===== src/plc_fb_pkg.sv =====
package plc_fb_pkg;
  localparam int CLK_PERIOD_NS = 100;
  localparam int TIME_BASE_10MS_NS = 10000000;
  localparam int TICK_10MS_CYCLES = (TIME_BASE_10MS_NS + CLK_PERIOD_NS - 1) / CLK_PERIOD_NS;
  localparam logic [3:0] DECADE_LAST = 4'h9;
  localparam int VALUE_W = 16;

  localparam logic [7:0] OFFS_CTRL = 8'h00;
  localparam logic [7:0] OFFS_DELAY = 8'h04;
  localparam logic [7:0] OFFS_ONE_SHOT = 8'h08;
  localparam logic [7:0] OFFS_BLINK = 8'h0C;
  localparam logic [7:0] OFFS_SCHEDULE = 8'h10;
  localparam logic [7:0] OFFS_COUNT_SET = 8'h14;
  localparam logic [7:0] OFFS_COMPARE = 8'h18;
  localparam logic [7:0] OFFS_STATUS = 8'h1C;
  localparam logic [7:0] OFFS_COUNTS = 8'h20;

  localparam int CTRL_SET_PRIO = 0;
  localparam int CTRL_EDGE_LSB = 1;
  localparam int CTRL_OS_PRIO = 3;
  localparam int CTRL_DL_TB_LSB = 4;
  localparam int CTRL_OS_TB_LSB = 6;
  localparam int CTRL_FL_TB_LSB = 8;
  localparam int CTRL_EXPR_OP_LSB = 10;
  localparam int CTRL_EXPR_INV = 12;
  localparam int CTRL_USED_W = 13;
  localparam int HIGH_LSB = 16;
  localparam int REL_LSB = 16;

  localparam logic [31:0] CTRL_RESET = 32'h0000_0000;
  localparam logic [31:0] CFG_RESET = 32'h0000_0000;

  typedef enum logic [1:0] {EDGE_RISE, EDGE_FALL, EDGE_BOTH} edge_mode_t;
  typedef enum logic [1:0] {TB_10MS, TB_100MS, TB_1S} time_base_t;
  typedef enum logic [1:0] {EXPR_AND, EXPR_OR, EXPR_XOR} expr_op_t;
  typedef enum logic [2:0] {REL_EQ, REL_GT, REL_GE, REL_LT, REL_LE, REL_NE} relation_t;

  typedef struct packed {
    logic and_q;
    logic or_q;
    logic nand_q;
    logic nor_q;
    logic not_q;
    logic xor_q;
    logic expr_q;
    logic latch_q;
    logic edge_q;
    logic toggle_q;
    logic delay_q;
    logic one_shot_q;
    logic blink_q;
    logic schedule_q;
    logic count_done_q;
    logic bidir_done_q;
    logic compare_q;
  } block_out_t;

  typedef struct packed {
    logic edge_in;
    logic toggle_in;
    logic one_shot_in;
    logic count_in;
    logic up_in;
    logic down_in;
    logic blink_en_in;
  } prev_in_t;

  typedef struct packed {
    logic [31:0] ctrl;
    logic [31:0] delay_times;
    logic [31:0] one_shot_time;
    logic [31:0] blink_times;
    logic [31:0] schedule;
    logic [31:0] count_set;
    logic [31:0] compare_cfg;
    logic [31:0] rdata;
    logic [31:0] tick_cnt;
    logic [3:0] dec100;
    logic [3:0] dec1s;
    prev_in_t prev;
    logic [VALUE_W-1:0] dl_cnt;
    logic [VALUE_W-1:0] os_cnt;
    logic [VALUE_W-1:0] fl_cnt;
    logic [VALUE_W-1:0] ev_count;
    logic [VALUE_W-1:0] bd_count;
    block_out_t outs;
  } state_t;
endpackage : plc_fb_pkg


===== src/plc_function_block_set.sv =====
`timescale 1ns/1ns
// How it works
// - and output high only when all four inputs are high
// - or output low only when all four inputs are low
// - not output is the complement of its one input
// - xor output high when its two inputs differ
// - nand output low only when all four inputs are high
// - nor output high only when all four inputs are low
// - basic gates take single bits only and have no settings
// - expression gate combines inputs by and, or, xor, optional not
// - latch goes high after set, low after reset
// - set and reset together follow priority bit, reset wins by default
// - edge pulse fires one cycle on rising, falling or both edges
// - toggle flips its output on every rising input edge
// - delay timer has separate on and off delay intervals
// - timers select 10 ms, 100 ms or 1 s per count
// - one-shot holds output for set duration, input priority optional
// - blink cycler alternates output with on and off durations
// - schedule switch compares time of day with on and off times
// - event counter counts edges, output high at set value
// - event counter clear input zeroes the count
// - bidir counter counts up and down, output high at set value
// - bidir preset forces count to set value
// - comparator tests value against configured relation
module plc_function_block_set #(
  parameter int TICK_CYCLES = plc_fb_pkg::TICK_10MS_CYCLES
) (
  input wire logic clk_in,
  input wire logic rst_n_in,
  input wire logic [7:0] addr_in,
  input wire logic [31:0] wdata_in,
  input wire logic wr_in,
  input wire logic rd_in,
  output logic [31:0] rdata_out,
  input wire logic [3:0] gate_in,
  input wire logic not_in,
  input wire logic [1:0] xor_in,
  input wire logic [3:0] expr_in,
  input wire logic latch_set_in,
  input wire logic latch_reset_in,
  input wire logic edge_in,
  input wire logic toggle_in,
  input wire logic delay_in,
  input wire logic one_shot_in,
  input wire logic blink_en_in,
  input wire logic [15:0] tod_minutes_in,
  input wire logic count_in,
  input wire logic count_clear_in,
  input wire logic up_in,
  input wire logic down_in,
  input wire logic preset_in,
  input wire logic [15:0] compare_value_in,
  output logic and_out,
  output logic or_out,
  output logic nand_out,
  output logic nor_out,
  output logic not_out,
  output logic xor_out,
  output logic expr_out,
  output logic latch_out,
  output logic edge_out,
  output logic toggle_out,
  output logic delay_out,
  output logic one_shot_out,
  output logic blink_out,
  output logic schedule_out,
  output logic count_done_out,
  output logic bidir_done_out,
  output logic compare_out
);

  localparam int VW = plc_fb_pkg::VALUE_W;

  plc_fb_pkg::state_t st_reg;
  plc_fb_pkg::state_t st_next;
  logic t10;
  logic t100;
  logic t1s;
  logic [VW-1:0] on_min;
  logic [VW-1:0] off_min;
  logic [VW-1:0] limit;

  // unit tick for a selected time base
  function automatic logic unit_tick(input logic [1:0] tb, input logic a, input logic b, input logic c);
    case (tb)
      plc_fb_pkg::TB_10MS: unit_tick = a;
      plc_fb_pkg::TB_100MS: unit_tick = b;
      plc_fb_pkg::TB_1S: unit_tick = c;
      default: unit_tick = a;
    endcase
  endfunction : unit_tick

  // saturating step of a count
  function automatic logic [VW-1:0] step(input logic [VW-1:0] v, input logic up);
    if (up) begin
      step = (v == {VW{1'b1}}) ? v : VW'(v + 1'b1);
    end else begin
      step = (v == '0) ? v : VW'(v - 1'b1);
    end
  endfunction : step

  // prescaler ticks
  assign t10 = (st_reg.tick_cnt == 32'(TICK_CYCLES - 1));
  assign t100 = t10 && (st_reg.dec100 == plc_fb_pkg::DECADE_LAST);
  assign t1s = t100 && (st_reg.dec1s == plc_fb_pkg::DECADE_LAST);

  always_comb begin
    st_next = st_reg;
    on_min = '0;
    off_min = '0;
    limit = '0;

    // register writes
    if (wr_in) begin
      case (addr_in)
        plc_fb_pkg::OFFS_CTRL: st_next.ctrl = {19'h0, wdata_in[plc_fb_pkg::CTRL_USED_W-1:0]};
        plc_fb_pkg::OFFS_DELAY: st_next.delay_times = wdata_in;
        plc_fb_pkg::OFFS_ONE_SHOT: st_next.one_shot_time = {16'h0, wdata_in[15:0]};
        plc_fb_pkg::OFFS_BLINK: st_next.blink_times = wdata_in;
        plc_fb_pkg::OFFS_SCHEDULE: st_next.schedule = wdata_in;
        plc_fb_pkg::OFFS_COUNT_SET: st_next.count_set = wdata_in;
        plc_fb_pkg::OFFS_COMPARE: st_next.compare_cfg = {13'h0, wdata_in[18:0]};
        default: ;
      endcase
    end

    // read data for the next cycle only
    st_next.rdata = 32'h0000_0000;
    if (rd_in) begin
      case (addr_in)
        plc_fb_pkg::OFFS_CTRL: st_next.rdata = st_reg.ctrl;
        plc_fb_pkg::OFFS_DELAY: st_next.rdata = st_reg.delay_times;
        plc_fb_pkg::OFFS_ONE_SHOT: st_next.rdata = st_reg.one_shot_time;
        plc_fb_pkg::OFFS_BLINK: st_next.rdata = st_reg.blink_times;
        plc_fb_pkg::OFFS_SCHEDULE: st_next.rdata = st_reg.schedule;
        plc_fb_pkg::OFFS_COUNT_SET: st_next.rdata = st_reg.count_set;
        plc_fb_pkg::OFFS_COMPARE: st_next.rdata = st_reg.compare_cfg;
        plc_fb_pkg::OFFS_STATUS: st_next.rdata = 32'(st_reg.outs);
        plc_fb_pkg::OFFS_COUNTS: st_next.rdata = {st_reg.bd_count, st_reg.ev_count};
        default: st_next.rdata = 32'h0000_0000;
      endcase
    end

    // time base prescaler
    st_next.tick_cnt = t10 ? 32'h0000_0000 : st_reg.tick_cnt + 32'h0000_0001;
    if (t10) begin
      st_next.dec100 = (st_reg.dec100 == plc_fb_pkg::DECADE_LAST) ? 4'h0 : st_reg.dec100 + 4'h1;
    end
    if (t100) begin
      st_next.dec1s = (st_reg.dec1s == plc_fb_pkg::DECADE_LAST) ? 4'h0 : st_reg.dec1s + 4'h1;
    end

    // basic gates, bit inputs only, nothing to configure
    st_next.outs.and_q = &gate_in;
    st_next.outs.or_q = |gate_in;
    st_next.outs.not_q = ~not_in;
    st_next.outs.xor_q = xor_in[0] ^ xor_in[1];
    st_next.outs.nand_q = ~&gate_in;
    st_next.outs.nor_q = ~|gate_in;

    // expression gate
    case (st_reg.ctrl[plc_fb_pkg::CTRL_EXPR_OP_LSB +: 2])
      plc_fb_pkg::EXPR_AND: st_next.outs.expr_q = &expr_in;
      plc_fb_pkg::EXPR_OR: st_next.outs.expr_q = |expr_in;
      plc_fb_pkg::EXPR_XOR: st_next.outs.expr_q = ^expr_in;
      default: st_next.outs.expr_q = &expr_in;
    endcase
    st_next.outs.expr_q = st_next.outs.expr_q ^ st_reg.ctrl[plc_fb_pkg::CTRL_EXPR_INV];

    // set/reset latch
    if (latch_set_in && latch_reset_in) begin
      st_next.outs.latch_q = st_reg.ctrl[plc_fb_pkg::CTRL_SET_PRIO];
    end else if (latch_set_in) begin
      st_next.outs.latch_q = 1'b1;
    end else if (latch_reset_in) begin
      st_next.outs.latch_q = 1'b0;
    end

    // edge pulse against previous sample
    case (st_reg.ctrl[plc_fb_pkg::CTRL_EDGE_LSB +: 2])
      plc_fb_pkg::EDGE_RISE: st_next.outs.edge_q = edge_in && !st_reg.prev.edge_in;
      plc_fb_pkg::EDGE_FALL: st_next.outs.edge_q = !edge_in && st_reg.prev.edge_in;
      plc_fb_pkg::EDGE_BOTH: st_next.outs.edge_q = edge_in ^ st_reg.prev.edge_in;
      default: st_next.outs.edge_q = 1'b0;
    endcase

    // toggle
    if (toggle_in && !st_reg.prev.toggle_in) begin
      st_next.outs.toggle_q = ~st_reg.outs.toggle_q;
    end

    // delay timer
    if (delay_in == st_reg.outs.delay_q) begin
      st_next.dl_cnt = '0;
    end else begin
      limit = delay_in ? st_reg.delay_times[VW-1:0] : st_reg.delay_times[plc_fb_pkg::HIGH_LSB +: VW];
      if (st_reg.dl_cnt >= limit) begin
        st_next.outs.delay_q = delay_in;
        st_next.dl_cnt = '0;
      end else if (unit_tick(st_reg.ctrl[plc_fb_pkg::CTRL_DL_TB_LSB +: 2], t10, t100, t1s)) begin
        st_next.dl_cnt = step(st_reg.dl_cnt, 1'b1);
      end
    end

    // one-shot timer
    if (one_shot_in && !st_reg.prev.one_shot_in && !st_reg.outs.one_shot_q) begin
      st_next.outs.one_shot_q = 1'b1;
      st_next.os_cnt = '0;
    end else if (st_reg.outs.one_shot_q) begin
      if (st_reg.ctrl[plc_fb_pkg::CTRL_OS_PRIO] && !one_shot_in) begin
        st_next.outs.one_shot_q = 1'b0;
      end else if (st_reg.os_cnt >= st_reg.one_shot_time[VW-1:0]) begin
        st_next.outs.one_shot_q = 1'b0;
      end else if (unit_tick(st_reg.ctrl[plc_fb_pkg::CTRL_OS_TB_LSB +: 2], t10, t100, t1s)) begin
        st_next.os_cnt = step(st_reg.os_cnt, 1'b1);
      end
    end

    // blink cycler, starts in the on phase
    if (!blink_en_in) begin
      st_next.outs.blink_q = 1'b0;
      st_next.fl_cnt = '0;
    end else if (!st_reg.prev.blink_en_in) begin
      st_next.outs.blink_q = 1'b1;
      st_next.fl_cnt = '0;
    end else begin
      limit = st_reg.outs.blink_q ? st_reg.blink_times[VW-1:0] : st_reg.blink_times[plc_fb_pkg::HIGH_LSB +: VW];
      if (st_reg.fl_cnt >= limit) begin
        st_next.outs.blink_q = ~st_reg.outs.blink_q;
        st_next.fl_cnt = '0;
      end else if (unit_tick(st_reg.ctrl[plc_fb_pkg::CTRL_FL_TB_LSB +: 2], t10, t100, t1s)) begin
        st_next.fl_cnt = step(st_reg.fl_cnt, 1'b1);
      end
    end

    // schedule switch, window may wrap past midnight
    on_min = st_reg.schedule[VW-1:0];
    off_min = st_reg.schedule[plc_fb_pkg::HIGH_LSB +: VW];
    if (on_min <= off_min) begin
      st_next.outs.schedule_q = (tod_minutes_in >= on_min) && (tod_minutes_in < off_min);
    end else begin
      st_next.outs.schedule_q = (tod_minutes_in >= on_min) || (tod_minutes_in < off_min);
    end

    // event counter
    if (count_clear_in) begin
      st_next.ev_count = '0;
    end else if (count_in && !st_reg.prev.count_in) begin
      st_next.ev_count = step(st_reg.ev_count, 1'b1);
    end
    st_next.outs.count_done_q = (st_next.ev_count >= st_reg.count_set[VW-1:0]);

    // bidir counter
    if (preset_in) begin
      st_next.bd_count = st_reg.count_set[plc_fb_pkg::HIGH_LSB +: VW];
    end else if (up_in && !st_reg.prev.up_in && !(down_in && !st_reg.prev.down_in)) begin
      st_next.bd_count = step(st_reg.bd_count, 1'b1);
    end else if (down_in && !st_reg.prev.down_in && !(up_in && !st_reg.prev.up_in)) begin
      st_next.bd_count = step(st_reg.bd_count, 1'b0);
    end
    st_next.outs.bidir_done_q = (st_next.bd_count == st_reg.count_set[plc_fb_pkg::HIGH_LSB +: VW]);

    // comparator
    case (st_reg.compare_cfg[plc_fb_pkg::REL_LSB +: 3])
      plc_fb_pkg::REL_EQ: st_next.outs.compare_q = compare_value_in == st_reg.compare_cfg[VW-1:0];
      plc_fb_pkg::REL_GT: st_next.outs.compare_q = compare_value_in > st_reg.compare_cfg[VW-1:0];
      plc_fb_pkg::REL_GE: st_next.outs.compare_q = compare_value_in >= st_reg.compare_cfg[VW-1:0];
      plc_fb_pkg::REL_LT: st_next.outs.compare_q = compare_value_in < st_reg.compare_cfg[VW-1:0];
      plc_fb_pkg::REL_LE: st_next.outs.compare_q = compare_value_in <= st_reg.compare_cfg[VW-1:0];
      plc_fb_pkg::REL_NE: st_next.outs.compare_q = compare_value_in != st_reg.compare_cfg[VW-1:0];
      default: st_next.outs.compare_q = 1'b0;
    endcase

    // previous samples for edge detection
    st_next.prev = '{edge_in: edge_in, toggle_in: toggle_in, one_shot_in: one_shot_in,
                     count_in: count_in, up_in: up_in, down_in: down_in, blink_en_in: blink_en_in};
  end

  always_ff @(posedge clk_in or negedge rst_n_in) begin
    if (!rst_n_in) begin
      st_reg <= '0;
      st_reg.ctrl <= plc_fb_pkg::CTRL_RESET;
      st_reg.delay_times <= plc_fb_pkg::CFG_RESET;
      st_reg.count_set <= plc_fb_pkg::CFG_RESET;
    end else begin
      st_reg <= st_next;
    end
  end

  assign rdata_out = st_reg.rdata;
  assign and_out = st_reg.outs.and_q;
  assign or_out = st_reg.outs.or_q;
  assign nand_out = st_reg.outs.nand_q;
  assign nor_out = st_reg.outs.nor_q;
  assign not_out = st_reg.outs.not_q;
  assign xor_out = st_reg.outs.xor_q;
  assign expr_out = st_reg.outs.expr_q;
  assign latch_out = st_reg.outs.latch_q;
  assign edge_out = st_reg.outs.edge_q;
  assign toggle_out = st_reg.outs.toggle_q;
  assign delay_out = st_reg.outs.delay_q;
  assign one_shot_out = st_reg.outs.one_shot_q;
  assign blink_out = st_reg.outs.blink_q;
  assign schedule_out = st_reg.outs.schedule_q;
  assign count_done_out = st_reg.outs.count_done_q;
  assign bidir_done_out = st_reg.outs.bidir_done_q;
  assign compare_out = st_reg.outs.compare_q;
endmodule : plc_function_block_set


===== config.mk =====
export PLATFORM = sky130hd
export DESIGN_NAME = plc_function_block_set
export DESIGN_NICKNAME = d
export VERILOG_FILES = /design/src/plc_fb_pkg.sv /design/src/plc_function_block_set.sv
export SDC_FILE = /design/constraint.sdc
export NUM_CORES = 1
export LEC_CHECK = 0
export ABC_AREA = 1
export ABC_CLOCK_PERIOD_IN_PS = 3400
export BUFFER_PORTS_ARGS = -buffer_cell sky130_fd_sc_hd__buf_2
export CORE_MARGIN = 1.5
export CORE_UTILIZATION = 60
export DETAILED_ROUTE_END_ITERATION = 6
export MAX_ROUTING_LAYER = met4
export PLACE_DENSITY_LB_ADDON = 0.12
export RECOVER_POWER = 50
export SLEW_MARGIN = 20
export SYNTH_ARGS = -nofsm -noshare
export SYNTH_HDL_FRONTEND = slang
export SYNTH_SLANG_ARGS = --single-unit

===== constraint.sdc =====
create_clock -name clk_in -period 3.4 [get_ports clk_in]
set_input_delay 0.68 -clock clk_in [delete_from_list [all_inputs] [get_ports clk_in]]
set_output_delay 0.68 -clock clk_in [all_outputs]
set_load 0.01 [all_outputs]

==> out/qor.yml <==
wl_per_cell_um: 19.83
synth_mux_area_share_pct: 0.1467
dr.pass1.iters: 6
fin_crit_sh_pct: 87.24
ys_types: 53
overflow: 0
post-cts-setup-buffers: 0
clk_latency_ns: 0.57
rsz0062_at_grt: "false"
cap_violations: 1
layout_commonest_cell: "nand2_1"
layout_common_cells: "nand2_1, inv_1, dfrtp_1"
ys_seq_area_share_pct: 41.30
cts.repair.resized: 0
wirelength_um: 67220
cts_tree: "built"
drtIter0Drc: 2340
leakage_nw: 11.40
synth_adder_area_share_pct: 8.741
setup_viol: 0
reg2reg_from: "st_reg[33]"
cp_cell_sequence: "ha_1 > nand3_1 > nor3_1 > nand3_1 > nand2_1 > nor2_1 > nor3_1 > inv_1 > ha_1 > inv_1 > nand2_1 > a21oi_1 > o21ai_0 > a21o_1 > a21oi_1 > o21ai_0 > nand2_1 > nand2_1 > nand2_1 > nand2_1"
port-buffer-count: 147
synth_xor_area_share_pct: 1.848
whs_endpoint: "st_reg[100]"
timing.final.ws_setup_ns: 0.4339
place.gp.congestion: 0.9793
clock_sinks: 352
grt_pass1_vias: 18810
slew_headroom_pct: -26.86
finalMaxSlewViolations: 72
drc: 0
track_usage_pct: 38.31
root_buffer: "clkbuf_16"
fill_cells: 2975
syn-cell-area_mm2: 0.02133
crit_required_ns: 3.84
synth_edf_count: 0
synthCells: 2798
grt_pass1_wl_um: 104400
crit_arrival_ns: 3.41
avgSynthCellArea_um2: 7.623
crit_top_cell: "nand2_1"
status: "finished, violations left"
reg2reg_depth: 20
nets: 3152
ys_warn_count: 0
cts_buffers: 40
dieHeight_um: 191.5
hold_class: "input pin to register"
ant_nets: 0
clk_pin_slew_worst_paths_ns: 0.06
place_ws_ns: 0.2401
post-route-min-period_ns: 2.966
cts_max_path_buffers: 3
synth_top_family_by_area: "simple AND/OR/NAND/NOR gates"
synth-main-ff-cell: "dfrtp_1"
tightestPinTransition_ns: 1.903
place_hpwl_um: 50900
synth-seq-cells: 352
r2r_slack_ns: 0.43
dieArea_mm2: 0.03669
core-area_mm2: 0.03480
synth_compound_area_share_pct: 13.53
clock_skew_ns: 0.01789
finalSetupTns_ns: 0
end_kind: "register"
drive_gt1_share_pct: 9.202
crit_fanout: 6
synthToLayoutAreaGrowth_pct: 10.73
violations: "capacitance limit, slew limit"
hold_violations: 0
num_rows: 68
grt_max_degree: 80
ios: 148
yosys.area_share.simple_pct: 24.24
crit_family: "simple AND/OR/NAND/NOR gates"
critical_path_buf_inv_count: 2
cp_slowest_cell: "dfrtp_1"
startpoint_type: "register"
ir_drop_mv: 0.4444
min_path_cells: 1
ctsHoldBuffers: 0
synthesis.nets: 3046
p_per_area_mw_per_mm2: 435.1
hold_start: "count_in"
largest_reg_flops: 271
cpPeakStageDelay_ns: 0.39
cts_max_level: 2
die_w_um: 191.5
max_freq_mhz: 337.1
start_util_pct: 61.29
reg2reg_to: "count_done_out"
vias: 20280
ys_async_sr_fraction_pct: 100.0
crit_type: "register to register"
vias_per_cell: 5.983
antenna_found_initial: 1
logic make-up (layout without fill, tap and decap cells):
family	Yosys count	count (layout)
flip-flops	352	352
XOR/XNOR	45	45
other	0	1
AND/OR/NAND/NOR	1184	1184
buffers and inverters	537	673
adder cells (fa/ha/maj)	149	149
AO/OA/AOI/OAI	528	528
multiplexers	3	3
cell usage after synthesis, drive strengths merged, types with 2 or more instances:
cell    instances  area [um^2]
nor3           75        401.6
xor2           37        324.1
a21o            6        45.04
or2             5        31.28
nand4          71        450.4
dfrtp         352         8808
ha            149         1864
nand3         167        840.8
xnor2           8        70.07
buf            49        342.8
o211ai          5        37.54
a211oi         12        90.09
a21oi         116        580.6
nor4           34        219.0
o21a            2        15.01
inv           421         1580
mux2i           2        20.02
and3            2        12.51
nor3b           4        30.03
nor2          195        777.0
a31oi           9        56.30
nand2         626         2367
a221oi         14        122.6
clkbuf         64        240.2
o21ai         294         1471
nand3b          4        33.78
o31ai           7        52.55
clkinv          3        11.26
o22ai          56        350.3
layer usage:
metal	global-route usage, %	vias to the layer above	wire [um]
li1	-	9452	-
met1	50.74	9661	28330
met2	57.69	976	29950
met3	6.113	192	5521
met4	17.94	0	3417
met5	-	-	0
power by group:
group          total, W  internal (W)  switching [W]
sequential      0.00451       0.00435       0.000163
combinational   0.00129      0.000406       0.000887
clock           0.00447       0.00267        0.00181
worst reg2reg max path, cell delays in order (launching register included):
cell     delay (ns)
dfrtp_1        0.39
ha_1           0.21
nand3_1        0.12
nor3_1         0.21
nand3_1        0.13
nand2_1        0.19
nor2_1         0.06
nor3_1         0.24
inv_1          0.07
ha_1           0.27
inv_1          0.06
nand2_1        0.04
a21oi_1        0.11
o21ai_0        0.09
a21o_1         0.17
a21oi_1        0.15
o21ai_0        0.10
nand2_1        0.07
nand2_1        0.04
nand2_1        0.06
nand2_1        0.04
worst max-delay path by stage:
stage	from	to	slack [ns]	depth (start not counted)
2_1_floorplan	delay_in	st_reg[86]	0.62	16
6_report	st_reg[33]	count_done_out	0.43	20
4_1_cts	st_reg[33]	count_done_out	0.46	20
3_3_place_gp	delay_in	st_reg[86]	0.45	14
3_5_place_dp	delay_in	st_reg[90]	0.24	14
5_1_grt	st_reg[33]	count_done_out	0.14	20
per-stage QoR:
| step | power (W) | hold slack (ns) | utilization, % | cells | instance area, um^2 |
|---|---|---|---|---|---|
| global placement | 0.005813 | 0.4513 | 64.20 | 3317 | 22340 |
| global route | 0.01068 | 0.2341 | 67.87 | 3390 | 23620 |
| finish | 0.01028 | 0.2423 | 67.87 | 3390 | 23620 |
| CTS | 0.01031 | 0.1006 | 68.07 | 3389 | 23690 |
| detailed placement | 0.005862 | 0.4514 | 64.20 | 3317 | 22340 |
| floorplan | 0.005305 | 0.3844 | - | 2798 | 21330 |
final cells by class:
type	count	area (um^2)	area share (%)
flip-flops and latches	352	8808	37.30
diodes	1	2.502	0.01060
clock inverters	15	198.9	0.8423
clock buffers	57	1147	4.858
multi-input cells	1909	10350	43.82
repair buffers	177	950.9	4.026
well taps	455	569.3	2.410
inverters	424	1592	6.739
No activity file was read; power rests on OpenSTA's default activity.
